==> src/rtl/splat_consts.svh <==
// constants for the serial port strap latch
`ifndef SPLAT_CONSTS_SVH
`define SPLAT_CONSTS_SVH
`define SPLAT_NPAIR          2
`define SPLAT_HOLD_NS        100
`define SPLAT_CLK_NS         10
`define SPLAT_HOLD_CYC       ((`SPLAT_HOLD_NS + `SPLAT_CLK_NS - 1) / `SPLAT_CLK_NS)
`define SPLAT_CNT_W          4
`define SPLAT_RATE_1G25      2'h0
`define SPLAT_RATE_2G5       2'h1
`define SPLAT_RATE_3G125     2'h2
`define SPLAT_RATE_BAD       2'h3
`define SPLAT_ADDR_CTRL      4'h0
`define SPLAT_ADDR_STAT      4'h4
`define SPLAT_ADDR_STRAP     4'h8
`define SPLAT_CTRL_RATE_LO   0
`define SPLAT_CTRL_RATE_HI   1
`define SPLAT_CTRL_RATE_EN   2
`define SPLAT_CTRL_X4_BASE   4
`define SPLAT_CTRL_X1_BASE   8
`define SPLAT_CTRL_OV_BASE   12
`define SPLAT_CTRL_TEST      16
`define SPLAT_CTRL_SRST      17
`define SPLAT_STAT_BADRATE   0
`define SPLAT_STAT_DONE      1
`define SPLAT_HTRANS_NONSEQ  2'h2
`endif

==> src/rtl/splat_pkg.sv <==
// types for the serial port strap latch
`include "splat_consts.svh"
package splat_pkg;
  typedef enum logic [2:0] {
    SPLAT_IDLE   = 3'b001,
    SPLAT_SAMPLE = 3'b010,
    SPLAT_RUN    = 3'b100
  } splat_state_t;
  typedef struct packed {
    logic [`SPLAT_NPAIR-1:0] even_pd;
    logic [`SPLAT_NPAIR-1:0] odd_pd;
    logic [`SPLAT_NPAIR-1:0] mode;
    logic [1:0]              rate;
    logic                    bad_rate;
  } splat_latch_t;
endpackage

==> src/rtl/splat_top.sv <==
// serial port strap latch with ahb-lite control registers
//
// The register offsets and register access over AHB-Lite were left to the implementer.
`timescale 1ns/1ps
`include "splat_consts.svh"
// Notes on behaviour
// - even strap 0 powers port n; 1 kills both
// - even setting drives all four pair lanes
// - odd strap sets port n+1 unless forced
// - power straps ignored after sampling window
// - quad override replaces latched even strap
// - single override replaces latched odd strap
// - rate codes 00,01,10 legal; 11 illegal
// - rate code applies to every port
// - rate applied after hard or self reset
// - rate straps latched in window; software may override
// - rate field shows sampled strap after reset; an illegal 11 reads back as 10
// - strap drivers enabled only in test mode
// - mode strap 0 quad, 1 dual single
module splat_top
  import splat_pkg::*;
(
  input  wire logic                      clk,
  input  wire logic                      nrst,
  input  wire logic                      hsel,
  input  wire logic [31:0]               haddr,
  input  wire logic [1:0]                htrans,
  input  wire logic                      hwrite,
  input  wire logic [2:0]                hsize,
  input  wire logic [31:0]               hwdata,
  input  wire logic                      hready,
  output logic      [31:0]               hrdata,
  output logic                           hreadyout,
  output logic                           hresp,
  input  wire logic                      test_mode,
  input  wire logic [`SPLAT_NPAIR-1:0]   even_port_powerdown_strap,
  input  wire logic [`SPLAT_NPAIR-1:0]   odd_port_powerdown_strap,
  input  wire logic [`SPLAT_NPAIR-1:0]   pair_mode_strap,
  input  wire logic [1:0]                line_rate_strap,
  output logic      [`SPLAT_NPAIR-1:0]   strap_pd_even_out,
  output logic      [`SPLAT_NPAIR-1:0]   strap_pd_odd_out,
  output logic      [`SPLAT_NPAIR-1:0]   strap_pd_oe,
  output logic      [1:0]                strap_rate_out,
  output logic                           strap_rate_oe,
  output logic      [4*`SPLAT_NPAIR-1:0] lane_powerdown,
  output logic      [2*`SPLAT_NPAIR-1:0] port_powerdown,
  output logic      [2*`SPLAT_NPAIR-1:0] port_quad_mode,
  output logic      [1:0]                line_rate,
  output logic                           self_reset_busy
);
  typedef struct packed {
    splat_state_t             st;
    logic [`SPLAT_CNT_W-1:0]  cnt;
    logic                     wr_pend;
    logic                     rd_pend;
    logic [3:0]               addr;
    logic [1:0]               ov_rate;
    logic                     ov_rate_en;
    logic [`SPLAT_NPAIR-1:0]  quad_lane_powerdown_override;
    logic [`SPLAT_NPAIR-1:0]  single_lane_powerdown_override;
    logic [`SPLAT_NPAIR-1:0]  ov_en;
    logic                     test_drive;
    logic                     done;
    logic [31:0]              rdata;
    logic [2*`SPLAT_NPAIR-1:0] port_pd;
    logic [4*`SPLAT_NPAIR-1:0] lane_pd;
    logic [1:0]               rate;
  } splat_top_t;

  splat_top_t   s;
  splat_top_t   next_s;
  splat_latch_t lat;
  logic         load;
  logic         req;
  logic [31:0]  ctrl_word;
  logic [31:0]  stat_word;
  logic [31:0]  strap_word;
  logic [`SPLAT_NPAIR-1:0] eff_even;
  logic [`SPLAT_NPAIR-1:0] eff_odd;
  localparam int load_gap = `SPLAT_HOLD_CYC - 1;

  // capture at the end of the sampling window
  assign load = (s.st == SPLAT_SAMPLE) && (s.cnt == `SPLAT_CNT_W'(`SPLAT_HOLD_CYC - 1));
  assign req  = hsel && hready && (htrans == `SPLAT_HTRANS_NONSEQ);

  splat_strap_reg u_strap (
    .clk     (clk),
    .nrst    (nrst),
    .load    (load),
    .even_in (even_port_powerdown_strap),
    .odd_in  (odd_port_powerdown_strap),
    .mode_in (pair_mode_strap),
    .rate_in (line_rate_strap),
    .q       (lat)
  );

  // overrides replace the latched power straps
  generate
    for (genvar p = 0; p < `SPLAT_NPAIR; p++)
    begin : g_ovr
      assign eff_even[p] = s.ov_en[p] ? s.quad_lane_powerdown_override[p] : lat.even_pd[p];
      assign eff_odd[p]  = s.ov_en[p] ? s.single_lane_powerdown_override[p] : lat.odd_pd[p];
    end
  endgenerate

  always_comb
  begin
    ctrl_word = 32'h0;
    ctrl_word[`SPLAT_CTRL_RATE_HI:`SPLAT_CTRL_RATE_LO] = s.ov_rate;
    ctrl_word[`SPLAT_CTRL_RATE_EN] = s.ov_rate_en;
    ctrl_word[`SPLAT_CTRL_X4_BASE +: `SPLAT_NPAIR] = s.quad_lane_powerdown_override;
    ctrl_word[`SPLAT_CTRL_X1_BASE +: `SPLAT_NPAIR] = s.single_lane_powerdown_override;
    ctrl_word[`SPLAT_CTRL_OV_BASE +: `SPLAT_NPAIR] = s.ov_en;
    ctrl_word[`SPLAT_CTRL_TEST] = s.test_drive;
    ctrl_word[`SPLAT_CTRL_SRST] = (s.st != SPLAT_RUN);
    stat_word = 32'h0;
    stat_word[`SPLAT_CTRL_RATE_HI:`SPLAT_CTRL_RATE_LO] = s.rate;
    stat_word[`SPLAT_STAT_BADRATE + 2] = lat.bad_rate;
    stat_word[`SPLAT_STAT_DONE + 2] = s.done;
    stat_word[`SPLAT_CTRL_X4_BASE +: `SPLAT_NPAIR] = lat.even_pd;
    stat_word[`SPLAT_CTRL_X1_BASE +: `SPLAT_NPAIR] = lat.odd_pd;
    stat_word[`SPLAT_CTRL_OV_BASE +: `SPLAT_NPAIR] = lat.mode;
    strap_word = 32'h0;
    strap_word[1:0] = lat.rate;
    strap_word[`SPLAT_CTRL_X4_BASE +: `SPLAT_NPAIR] = lat.even_pd;
  end

  always_comb
  begin
    next_s = s;
    next_s.wr_pend = 1'b0;
    next_s.rd_pend = 1'b0;
    case (s.st)
      SPLAT_IDLE:
      begin
        next_s.st  = SPLAT_SAMPLE;
        next_s.cnt = '0;
      end
      SPLAT_SAMPLE:
      begin
        next_s.cnt = s.cnt + `SPLAT_CNT_W'(1);
        if (load)
        begin
          next_s.st   = SPLAT_RUN;
          next_s.done = 1'b1;
        end
      end
      SPLAT_RUN:
        next_s.st = SPLAT_RUN;
      default:
        next_s.st = SPLAT_IDLE;
    endcase
    // data phase of a write
    if (s.wr_pend && s.addr == `SPLAT_ADDR_CTRL)
    begin
      next_s.ov_rate    = hwdata[`SPLAT_CTRL_RATE_HI:`SPLAT_CTRL_RATE_LO];
      next_s.ov_rate_en = hwdata[`SPLAT_CTRL_RATE_EN];
      next_s.quad_lane_powerdown_override   = hwdata[`SPLAT_CTRL_X4_BASE +: `SPLAT_NPAIR];
      next_s.single_lane_powerdown_override = hwdata[`SPLAT_CTRL_X1_BASE +: `SPLAT_NPAIR];
      next_s.ov_en      = hwdata[`SPLAT_CTRL_OV_BASE +: `SPLAT_NPAIR];
      next_s.test_drive = hwdata[`SPLAT_CTRL_TEST];
      if (hwdata[`SPLAT_CTRL_SRST])
      begin
        next_s.st         = SPLAT_IDLE; // self reset
        next_s.done       = 1'b0;
        next_s.ov_rate_en = 1'b0;
        next_s.ov_en      = '0;
      end
    end
    if (req)
    begin
      next_s.addr    = haddr[3:0];
      next_s.wr_pend = hwrite;
      next_s.rd_pend = !hwrite;
      case (haddr[3:0])
        `SPLAT_ADDR_CTRL:  next_s.rdata = ctrl_word;
        `SPLAT_ADDR_STAT:  next_s.rdata = stat_word;
        `SPLAT_ADDR_STRAP: next_s.rdata = strap_word;
        default:           next_s.rdata = 32'h0;
      endcase
    end
    // single rate for all ports
    next_s.rate = s.ov_rate_en ? s.ov_rate : lat.rate;
    for (int p = 0; p < `SPLAT_NPAIR; p++)
    begin
      next_s.port_pd[2*p]   = eff_even[p];
      next_s.port_pd[2*p+1] = eff_even[p] | eff_odd[p];
      next_s.lane_pd[4*p +: 4] = {4{eff_even[p]}};
    end
  end

  always_ff @(posedge clk)
  begin
    if (!nrst)
    begin
      s.st         <= SPLAT_IDLE;
      s.cnt        <= '0;
      s.wr_pend    <= 1'b0;
      s.rd_pend    <= 1'b0;
      s.addr       <= 4'h0;
      s.ov_rate    <= `SPLAT_RATE_3G125;
      s.ov_rate_en <= 1'b0;
      s.quad_lane_powerdown_override   <= '0;
      s.single_lane_powerdown_override <= '0;
      s.ov_en      <= '0;
      s.test_drive <= 1'b0;
      s.done       <= 1'b0;
      s.rdata      <= 32'h0;
      s.port_pd    <= '1;
      s.lane_pd    <= '1;
      s.rate       <= `SPLAT_RATE_3G125;
    end
    else
      s <= next_s;
  end

  assign hrdata          = s.rdata;
  assign hreadyout       = 1'b1;
  assign hresp           = 1'b0;
  assign port_powerdown  = s.port_pd;
  assign lane_powerdown  = s.lane_pd;
  assign line_rate       = s.rate;
  assign self_reset_busy = (s.st != SPLAT_RUN);

  // mode strap: 0 gives quad lanes on port n
  generate
    for (genvar p = 0; p < `SPLAT_NPAIR; p++)
    begin : g_mode
      assign port_quad_mode[2*p]   = !lat.mode[p];
      assign port_quad_mode[2*p+1] = 1'b0;
    end
  endgenerate

  // pin drivers only in test mode
  assign strap_pd_oe       = {`SPLAT_NPAIR{test_mode & s.test_drive}};
  assign strap_rate_oe     = test_mode & s.test_drive;
  assign strap_pd_even_out = lat.even_pd;
  assign strap_pd_odd_out  = lat.odd_pd;
  assign strap_rate_out    = lat.rate;
endmodule

==> src/rtl/splat_strap_reg.sv <==
// strap capture register, loaded only on a capture strobe
`timescale 1ns/1ps
`include "splat_consts.svh"
module splat_strap_reg
  import splat_pkg::*;
(
  input  wire logic                    clk,
  input  wire logic                    nrst,
  input  wire logic                    load,
  input  wire logic [`SPLAT_NPAIR-1:0] even_in,
  input  wire logic [`SPLAT_NPAIR-1:0] odd_in,
  input  wire logic [`SPLAT_NPAIR-1:0] mode_in,
  input  wire logic [1:0]              rate_in,
  output splat_latch_t                 q
);
  splat_latch_t r;
  splat_latch_t next_r;
  always_comb
  begin
    next_r = r;
    if (load)
    begin
      next_r.even_pd  = even_in;
      next_r.odd_pd   = odd_in;
      next_r.mode     = mode_in;
      // illegal code falls back to default and is flagged
      next_r.bad_rate = (rate_in == `SPLAT_RATE_BAD);
      next_r.rate     = next_r.bad_rate ? `SPLAT_RATE_3G125 : rate_in;
    end
  end
  always_ff @(posedge clk)
  begin
    if (!nrst)
    begin
      r.even_pd  <= {`SPLAT_NPAIR{1'b1}};
      r.odd_pd   <= {`SPLAT_NPAIR{1'b1}};
      r.mode     <= {`SPLAT_NPAIR{1'b1}};
      r.rate     <= `SPLAT_RATE_3G125;
      r.bad_rate <= 1'b0;
    end
    else
      r <= next_r;
  end
  assign q = r;
endmodule

==> config.mk <==
export PLATFORM = sky130hd
export DESIGN_NAME = splat_top
export DESIGN_NICKNAME = d
export VERILOG_FILES = /design/src/rtl/splat_pkg.sv /design/src/rtl/splat_top.sv /design/src/rtl/splat_strap_reg.sv
export VERILOG_INCLUDE_DIRS = /design/src /design/src/rtl
export SDC_FILE = /design/constraint.sdc
export NUM_CORES = 1
export LEC_CHECK = 0
export ABC_AREA = 1
export ABC_CLOCK_PERIOD_IN_PS = 1650
export BUFFER_PORTS_ARGS = -buffer_cell sky130_fd_sc_hd__buf_2
export CORE_MARGIN = 2
export CORE_UTILIZATION = 44
export CTS_CLUSTER_SIZE = 8
export DETAILED_ROUTE_END_ITERATION = 16
export PLACE_DENSITY = 0.8
export REMOVE_ABC_BUFFERS = 1
export SETUP_SLACK_MARGIN = 0.5
export SLEW_MARGIN = 10
export SYNTH_ARGS = -nofsm -noshare
export SYNTH_HDL_FRONTEND = slang
export SYNTH_SLANG_ARGS = --single-unit
export TNS_END_PERCENT = 1
==> constraint.sdc <==
create_clock -name clk -period 1.65 [get_ports clk]
set_input_delay 0.165 -clock clk [delete_from_list [all_inputs] [get_ports clk]]
set_output_delay 0.165 -clock clk [all_outputs]
set_load 0.02 [all_outputs]
* Yosys cells after proc, flatten, opt, wreduce, memory -nomap -nowiden
Cells that the tools add are included.
** Word-level totals
- Bits in registers :: 75
- Input port bits :: 83
- Output and inout port bits :: 62
- Logic and storage cells :: 61
** Cells by class
- $add $sub $neg :: 1
- Eq/ne operators :: 9
- Muxes and demuxes :: 18
- Bitwise gates (word level) :: 3
- Reductions and logical operators :: 10
** Operators by type and width (count)
- 18-bit one-hot mux with 3 select lines :: 1
- 1-bit 2-to-1 mux :: 9
- 3-bit 2-to-1 mux :: 3
- 3-bit one-hot mux with 3 select lines :: 1
- 4-bit equality test, second input constant :: 2
- 4-bit zero test :: 2
- 4-bit one-hot mux with 2 select lines :: 1
- 2-bit 2-to-1 mux :: 3
- 4-bit by 1-bit adder with 4-bit output, second input constant :: 1
- 2-bit equality test, second input constant :: 2
- 4-bit by 3-bit equality test with 1-bit output, second input constant :: 1
- 1-bit logical AND :: 4
- 3-bit by 1-bit equality test with 1-bit output, second input constant :: 1
- 3-bit by 2-bit equality test with 1-bit output, second input constant :: 1
- 3-bit equality test, second input constant :: 1
- 3-bit inequality test, second input constant :: 1
- 1-bit zero test :: 2
- 1-bit bitwise OR :: 2
- 2-bit AND reduction :: 1
- 2-bit nonzero test :: 1
- 1-bit bitwise AND :: 1

* Logic depth before layout (Yosys ltp)
Gate-level depths: netlist (run 1).
- Depth after elaboration :: 6
- Mapped depth :: 7
- Gate-level depth less buffers :: 7

* Hierarchy
From an unflattened synthesis (run 1), not the netlist that was laid out.
** Unflattened totals
- Cells, all modules :: 323
- Area, all modules :: 2513.7 µm²
** Modules (own cells, without submodules)
- splat_top :: times used 1, cells each 279, area each 2150.8 µm², sequential area each 820.8 µm²
- splat_strap_reg :: times used 1, cells each 44, area each 362.8 µm², sequential area each 180.2 µm²

* Least setup slack after synthesis (run 1)
Ideal clock, no wire load.
- Path type :: reg-to-reg
- Start point :: reg s[63] (netlist bit)
- End point :: reg u_strap.r (netlist bit u_strap.q[3])
- Setup time :: 130 ps
- Arrival time :: 1027 ps
- Data required time :: 1520 ps
- Setup slack :: 494 ps
- Stages on the path, launching flop included :: 6
- Buffers on the path :: 1
- Period minus slack after synthesis :: 1156 ps
- Cell sequence :: dfxtp_1 ha_1 nand3_1 nor2_4 buf_6 o211ai_1
** Between the ends
- Word-level cells in the longest chain between the ends :: 2
** Ends and longest elaborated chain
- from (decl) :: line splat_top.sv:70 : splat_top_t s;
- from (signal assigned) :: line splat_top.sv:214 : s <= next_s;
- 4-bit equality test :: line splat_top.sv:83 : assign load = (s.st == SPLAT_SAMPLE) && (s.cnt == `SPLAT_CNT_W'(`SPLAT_HOLD_CYC - 1));
- 1-bit logical AND :: line splat_top.sv:83
- to (signal assigned) :: line splat_strap_reg.sv:42 : r <= next_r;
- to (decl) :: line splat_strap_reg.sv:16 : splat_latch_t r;
Every way passes these cells.
A chain may end at the register's enable or synchronous reset.

* Final worst setup path (run 1)
- Start point :: reg s[63] (netlist bit)
- End point :: reg u_strap.r (netlist bit u_strap.q[6])
Same word-level chain as after synthesis.

==> results of run 1 <==
-- cells in the mapped netlist --
| cell | n |
|---|---|
| buf_4 | 58 |
| dfxtp_1 | 50 |
| nand2_1 | 46 |
| inv_1 | 34 |
| nand3_1 | 29 |
| a21oi_1 | 27 |
| o21ai_0 | 22 |
| nor2_1 | 13 |
| buf_2 | 5 |
| o21ai_1 | 5 |
| buf_6 | 4 |
| o211ai_1 | 4 |
| nor2_4 | 3 |
| a211oi_1 | 2 |
| conb_1 | 2 |
| ha_1 | 2 |
| mux2i_1 | 2 |
| nand4_1 | 2 |
| nor2_2 | 2 |
| o2111ai_1 | 2 |
| a21o_1 | 1 |
| buf_1 | 1 |
| clkbuf_1 | 1 |
| nand2_2 | 1 |
| nand3_2 | 1 |
| nor3_1 | 1 |
| nor3b_1 | 1 |
| o21ai_2 | 1 |
| or2_2 | 1 |
-- stage by stage --
stage / hold WS, ps / setup WS [ps] / utilization, %
after floorplan: 234 / 328 / -
after global placement: 376 / 283 / 46.7
after detailed placement: 385 / 250 / 46.7
after CTS: 58.8 / 493 / 49.9
after global routing: 69.0 / 376 / 50.6
final: 68.1 / 434 / 50.6
-- cells in the final DEF (no fill, tap or decap), types with 3 or more instances in the layout --
master     n
nor2_4     3
conb_1    24
o211ai_1   4
dfxtp_2    4
buf_2     67
nor2_1    12
dfxtp_1   46
nor2_2     3
buf_6      3
o21ai_0   19
nand3_1   26
a21oi_1   27
clkbuf_8   6
buf_4     14
o21ai_1    8
nand2_1   46
inv_1     31
-- power breakdown --
group / total [uW] / internal, uW / leakage, uW / switching (uW)
Sequential: 1240 / 1230 / 0.000406 / 15.9
Combinational: 238 / 74.3 / 0.000849 / 164
Clock: 728 / 339 / 0.0000482 / 389
Total: 2210 / 1640 / 0.00130 / 569
-- layout make-up --
cell class	instances	share of cell area, %
clock buffers	7	3.10
well taps	72	3.23
repair buffers	84	17.0
clock inverters	1	0.179
multi-input cells	192	35.8
flip-flops and latches	50	36.1
inverters	34	4.67
-- sequential cells by signal (all words and copies together), names as in the netlist --
name            cells
hrdata             12
line_rate           2
port_powerdown      4
s                  13
u_strap.q           9
ctrl_word          10
-- tightest hold or removal path: stages --
cell,delay [ps]
buf_2,70
nand2_1,40
nand3_1,60
-- what timing repair did --
item | 4_1_cts | 5_1_grt
pin swaps | 4 | 3
setup endpoints to repair | 27 | 24
gates resized for setup | 16 | 8
hold buffers | 0 | 0
gates cloned | 0 | 0
buffers inserted | 5 | 2
-- routing by layer --
metal  part of all wire [%]  global-route usage, %
met3                    7.4                   4.52
met4                    1.3                   5.34
met2                     50                   30.9
met5                      0                      0
met1                     42                   19.5
-- logic make-up after synthesis --
| family | after synthesis | share of synthesized area (%) |
|---|---|---|
| buf+inv | 103 | 25.6 |
| simple gates | 100 | 18.4 |
| compound gates | 64 | 13.9 |
| flops | 50 | 40.0 |
| mux | 2 | 0.800 |
| fa+ha+maj | 2 | 0.999 |
| other cells | 2 | 0.300 |
-- how the worst max path moves through the flow --
stage,start,endpoint,cells after the start
2_1_floorplan,htrans[0],hrdata[4],6
3_3_place_gp,s[63],u_strap.q[0],6
3_5_place_dp,s[63],u_strap.q[0],6
4_1_cts,s[64],u_strap.q[6],7
5_1_grt,s[64],u_strap.q[1],7
6_report,s[63],u_strap.q[6],5
==> flow_metrics.tcl, run 1 <==
set metrics [dict create \
    run_status "finished, final reports clean" \
    synth_cells 323 \
    avgRoutedWirePerCell_microns 12.5 \
    drcViolationCount 0 \
    cp_num_buf_inv 1 \
    number_of_nets_in_the_layout 452 \
    worst_setup_path_end_kind "register" \
    timing.final.crit_period_ps 1220 \
    drt_iter0_markers 125 \
    grt_usage_pct 17.1 \
    total_area_of_multi_input_combinational_cells_sq_um 997 \
    cpPeakStageDelay_ps 370 \
    worst_path_max_delay_cell "dfxtp_2" \
    maxSlewHeadroom_pct 65.8 \
    via_count 2089 \
    grt_antenna_before_repair 0 \
    fmax_ghz 0.822 \
    grt_overflow_total 0 \
    design.die.area_sq_mm 0.00631 \
    total_power_after_layout_uw 2210 \
    insertion_delay_ps 310 \
    fill_cells 548 \
    worst_path_dominant_cell_family "flip-flops" \
    antenna_cells 0 \
    detail_route.vias_per_cell 4.75 \
    drive_gt1_share_pct 30.4 \
    grt_pass1_vias 1904 \
    clock_skew_ps 6.54 \
    finalHoldViolCount 0 \
    fp.dieH_microns 79.4 \
    critical_path.cell_chain "ha_4 -> nand3_4 -> nor2_4 -> buf_6 -> o211ai_1" \
    critical_path.max_fanout 7 \
    final.setup.tns_ps 0 \
    placed_cells 425 \
    placed_area_sq_mm 0.00257 \
    cts_inserted_buffers 5 \
    hold_class "in2reg" \
    area_overhead_vs_synth_pct 11.4 \
    stdcell_area_sq_mm 0.00279 \
    power.density_cell_area_mw_per_mm2 792 \
    starting_density_pct 45.5 \
    grt_pass1_wl_mm 8.51 \
    synth_top_area_share_pct 40.0 \
    worstPathRequired_ps 1840 \
    seq_area_frac_synth_pct 40.0 \
    cts_max_path_buffers 2 \
    syn-mean-instance-area_sq_um 7.75 \
    detailedRoute.firstPassIterationCount 5 \
    path_class "reg2reg" \
    power.leakage_uw 0.00130 \
    worst_pin_slew_ps 513 \
    synth_area_sq_mm 0.00250 \
    grt_start_max_net_pins 17 \
    ant_nets 0 \
    instances_no_fill 440 \
    dieWidth_microns 79.4 \
    critical_path.reg2reg.startpoint "s[63]" \
    detailed_place_hpwl_mm 3.98 \
    clock_tree_root_driver_cell "clkbuf_8" \
    ff2ff_path_depth 5 \
    whs_endpoint "u_strap.q[7]" \
    timing.rr.end "u_strap.q[6]" \
    maximum_level_of_the_cts_h_tree 2 \
    ys_seq_elements 50 \
    routed_wl_mm 5.51 \
    synth_top_area_cell "dfxtp_1" \
    yosys_warnings 0 \
    clock_pin_slew_on_the_worst_setup_and_hold_paths_ps 80 \
    ios 145 \
    synthDistinctLibCells 29 \
    cap_viol_max_count 0 \
    num_rows 27 \
    setup_repair_after_global_routing_missed_its_margin "yes" \
    hp-start "even_port_powerdown_strap[0]" \
    clock_sinks 50 \
    portBuffers 68 \
    register_area_sq_mm 0.00101 \
    routability_congestion_estimate_from_global_placement 0.791 \
    post_synth_main_area_contributors "dfxtp_1 40%, buf_4 17%, nand2_1 6.9%" \
    number_of_cells_traversed_by_the_worst_hold_path 3 \
    critical_path_arrival_ps 1410 \
    regToRegSetupSlack_ps 430 \
    layout_worst_path_cycle_share_pct 73.7 \
    start_kind "register" \
    vdd.ir_drop.worst_mv 0.399 \
    core-area_sq_mm 0.00551 \
    endpoints_failing_setup 0 \
    tritoncts_clock_tree "built" \
    finalMaxSlewViolations 0 \
]
Note: power is estimated with default switching activity, not from simulation.
==> run 2, diff against run 1 <==
Settings changed: ABC_AREA 1 to 0, ABC_CLOCK_PERIOD_IN_PS 1650 to 1100, CORE_UTILIZATION 44 to 41, PLACE_DENSITY 0.8 to 0.77.
Clock period 1.65 ns to 1.1 ns, I/O delays scaled along.
==> flow_metrics.tcl, run 2 <==
set metrics [dict create \
    run_status "finished with violations" \
    violations "setup timing" \
    routability_congestion_estimate_from_global_placement 0.818 \
    largest_register_ffs 13 \
    cts_inserted_buffers 5 \
    clock_sinks 50 \
    clock_network_fraction_of_total_power_pct 30.5 \
    start_kind "register" \
    path_class "reg2reg" \
    worst_setup_path_end_kind "register" \
    critical_path_arrival_ps 1660 \
    core-area_sq_mm 0.00635 \
    synth_top_area_cell "dfxtp_1" \
    post_synth_main_area_contributors "dfxtp_1 37%, buf_4 16%, nand3_1 6.9%" \
    grt_antenna_before_repair 0 \
    synth_cells 316 \
    cts_max_path_buffers 2 \
    total_area_of_multi_input_combinational_cells_sq_mm 0.00132 \
    routed_wl_mm 6.98 \
    dieWidth_microns 84.9 \
    yosys_warnings 0 \
    async_flop_share_pct 0 \
    fp.dieH_microns 84.9 \
    vdd.ir_drop.worst_mv 0.573 \
    stdcell_area_sq_mm 0.00340 \
    mostFrequentLayoutCell "buf_4" \
    share_comb_of_total_power_pct 18.9 \
    yosys-top-cells-count "58 x buf_4, 50 x dfxtp_1, 37 x nand3_1" \
    register_area_sq_mm 0.00103 \
    clock_pin_slew_on_the_worst_setup_and_hold_paths_ps 90 \
    layout.cells.most_common_list "40 x buf_4, 36 x nand3_1, 33 x buf_2, 29 x buf_6" \
    drt_iter0_markers 129 \
    maximum_level_of_the_cts_h_tree 2 \
    ios 145 \
    avgRoutedWirePerCell_microns 15.4 \
    power.switching_fraction_pct 28.1 \
    number_of_synthesized_flops_with_an_enable_pin 0 \
    number_of_nets_in_the_layout 459 \
    final_core_util_pct 53.5 \
    grt_overflow_total 0 \
    detailed_place_hpwl_mm 4.80 \
    detailedRoute.firstPassIterationCount 4 \
    layout_worst_path_cycle_share_pct 128 \
    drcViolationCount 0 \
    ff2ff_path_depth 3 \
    tritoncts_clock_tree "built" \
    syn-mean-instance-area_sq_um 8.50 \
    design.die.area_sq_mm 0.00721 \
    grt_usage_pct 19.5 \
    cts_hold_repair.buffers 0 \
    critical_path.max_fanout 6 \
    seq_area_frac_synth_pct 37.3 \
    regMostFlops "s" \
    detail_route.vias_per_cell 5.17 \
    postLayoutSetupSlackWorst_ps -303 \
    drive_gt1_share_pct 44.8 \
    fmax_ghz 0.713 \
    portBuffers 68 \
    worstPathRequired_ps 1350 \
    setup_repair_after_global_routing_missed_its_margin "yes" \
    area_overhead_vs_synth_pct 26.5 \
    intPower_uw 2660 \
    power.share.sequential_pct 50.6 \
    starting_density_pct 42.3 \
    via_count 2336 \
    grt_pass1_vias 2292 \
    insertion_delay_ps 310 \
    clock_tree_root_driver_cell "clkbuf_8" \
    ant_nets 0 \
    timing.final.crit_period_ps 1400 \
    number_of_cells_traversed_by_the_worst_hold_path 3 \
    synthDistinctLibCells 47 \
    ys_seq_elements 50 \
    grt_pass1_wl_mm 11.3 \
    total_power_after_layout_uw 3710 \
    ys_dominant_reg_cell "dfxtp_1" \
    fill_cells 595 \
    hold_class "in2reg" \
    finalMaxSlewViolations 0 \
    endpoints_failing_setup 29 \
    yosys.cell_count.top_type "buf_4" \
    antenna_cells 0 \
    cap_viol_max_count 0 \
    p_switching_uw 1040 \
    synth_top_area_share_pct 37.3 \
    power.leakage_uw 0.00137 \
    finalHoldViolCount 0 \
    synth_area_sq_mm 0.00269 \
    grt_start_max_net_pins 28 \
    power.density_cell_area_mw_per_mm2 1090 \
    clock_skew_ps 8.28 \
    num_rows 29 \
    placed_area_sq_mm 0.00295 \
]
[run 2: logic make-up after synthesis]
kind of cell	synth area share [%]
multiplexers	5.55
adder cells (fa/ha/maj)	0.932
other	0.280
AO/OA/AOI/OAI	14.2
buffers and inverters	20.5
flip-flops	37.3
AND/OR/NAND/NOR	20.6
XOR/XNOR	0.652
[run 2: worst max-delay path, stage by stage (launching register included)]
cell and delay (ps):
dfxtp_2 340, or4b_4 620, o31ai_4 250, nand2b_1 140
[run 2: layout make-up]
type / count / share of cell area (%)
inverter: 6 / 0.663
multi-input combinational: 207 / 38.8
tap: 77 / 2.84
clock buffer: 6 / 2.43
sequential: 50 / 30.4
clock inverter: 2 / 0.368
timing repair buffer: 104 / 24.5
[run 2: timing repair]
action / 4_1_cts / 5_1_grt
pin swaps: 10 / 11
endpoints found under the setup margin: 87 / 87
setup buffers: 3 / 0
resized for setup: 98 / 23
cloned: 1 / 0
[run 2: final timing paths]
| kind | slack, ps | from | to |
|---|---|---|---|
| setup / recovery | -300 | s[58] | s[67] |
| hold / removal | 30 | pair_mode_strap[1] | u_strap.q[4] |
| setup reg to reg | -300 | s[58] | s[67] |
| hold reg to reg | 460 | hrdata[16] | hrdata[16] |
[run 2: stage by stage]
stage                     setup slack [ps]  hold WS (ps)  setup TNS [ps]  cells
final                                 -303          32.9           -5220    452
after global routing                  -343          29.7           -6770    452
after CTS                             -311          31.2           -4950    452
after detailed placement              -299           350           -5330    440
after global placement                -260           349           -4610    440
after floorplan                       -503           172           -7490    262
[run 2: metal layers]
metal | share of wire (%) | GRT usage [%]
met1 | 44 | 26.1
met2 | 48 | 31.3
met3 | 6.3 | 5.25
met4 | 1.1 | 5.05
met5 | 0 | 0
[run 2: power groups by stage]
stage / logic [uW] / clock network, uW / registers [uW]
final: 702 / 1130 / 1880
after global routing: 757 / 1220 / 1880
after CTS: 659 / 1150 / 1870
after detailed placement: 591 / 0 / 1910
after global placement: 580 / 0 / 1910
after floorplan: 265 / 0 / 1950
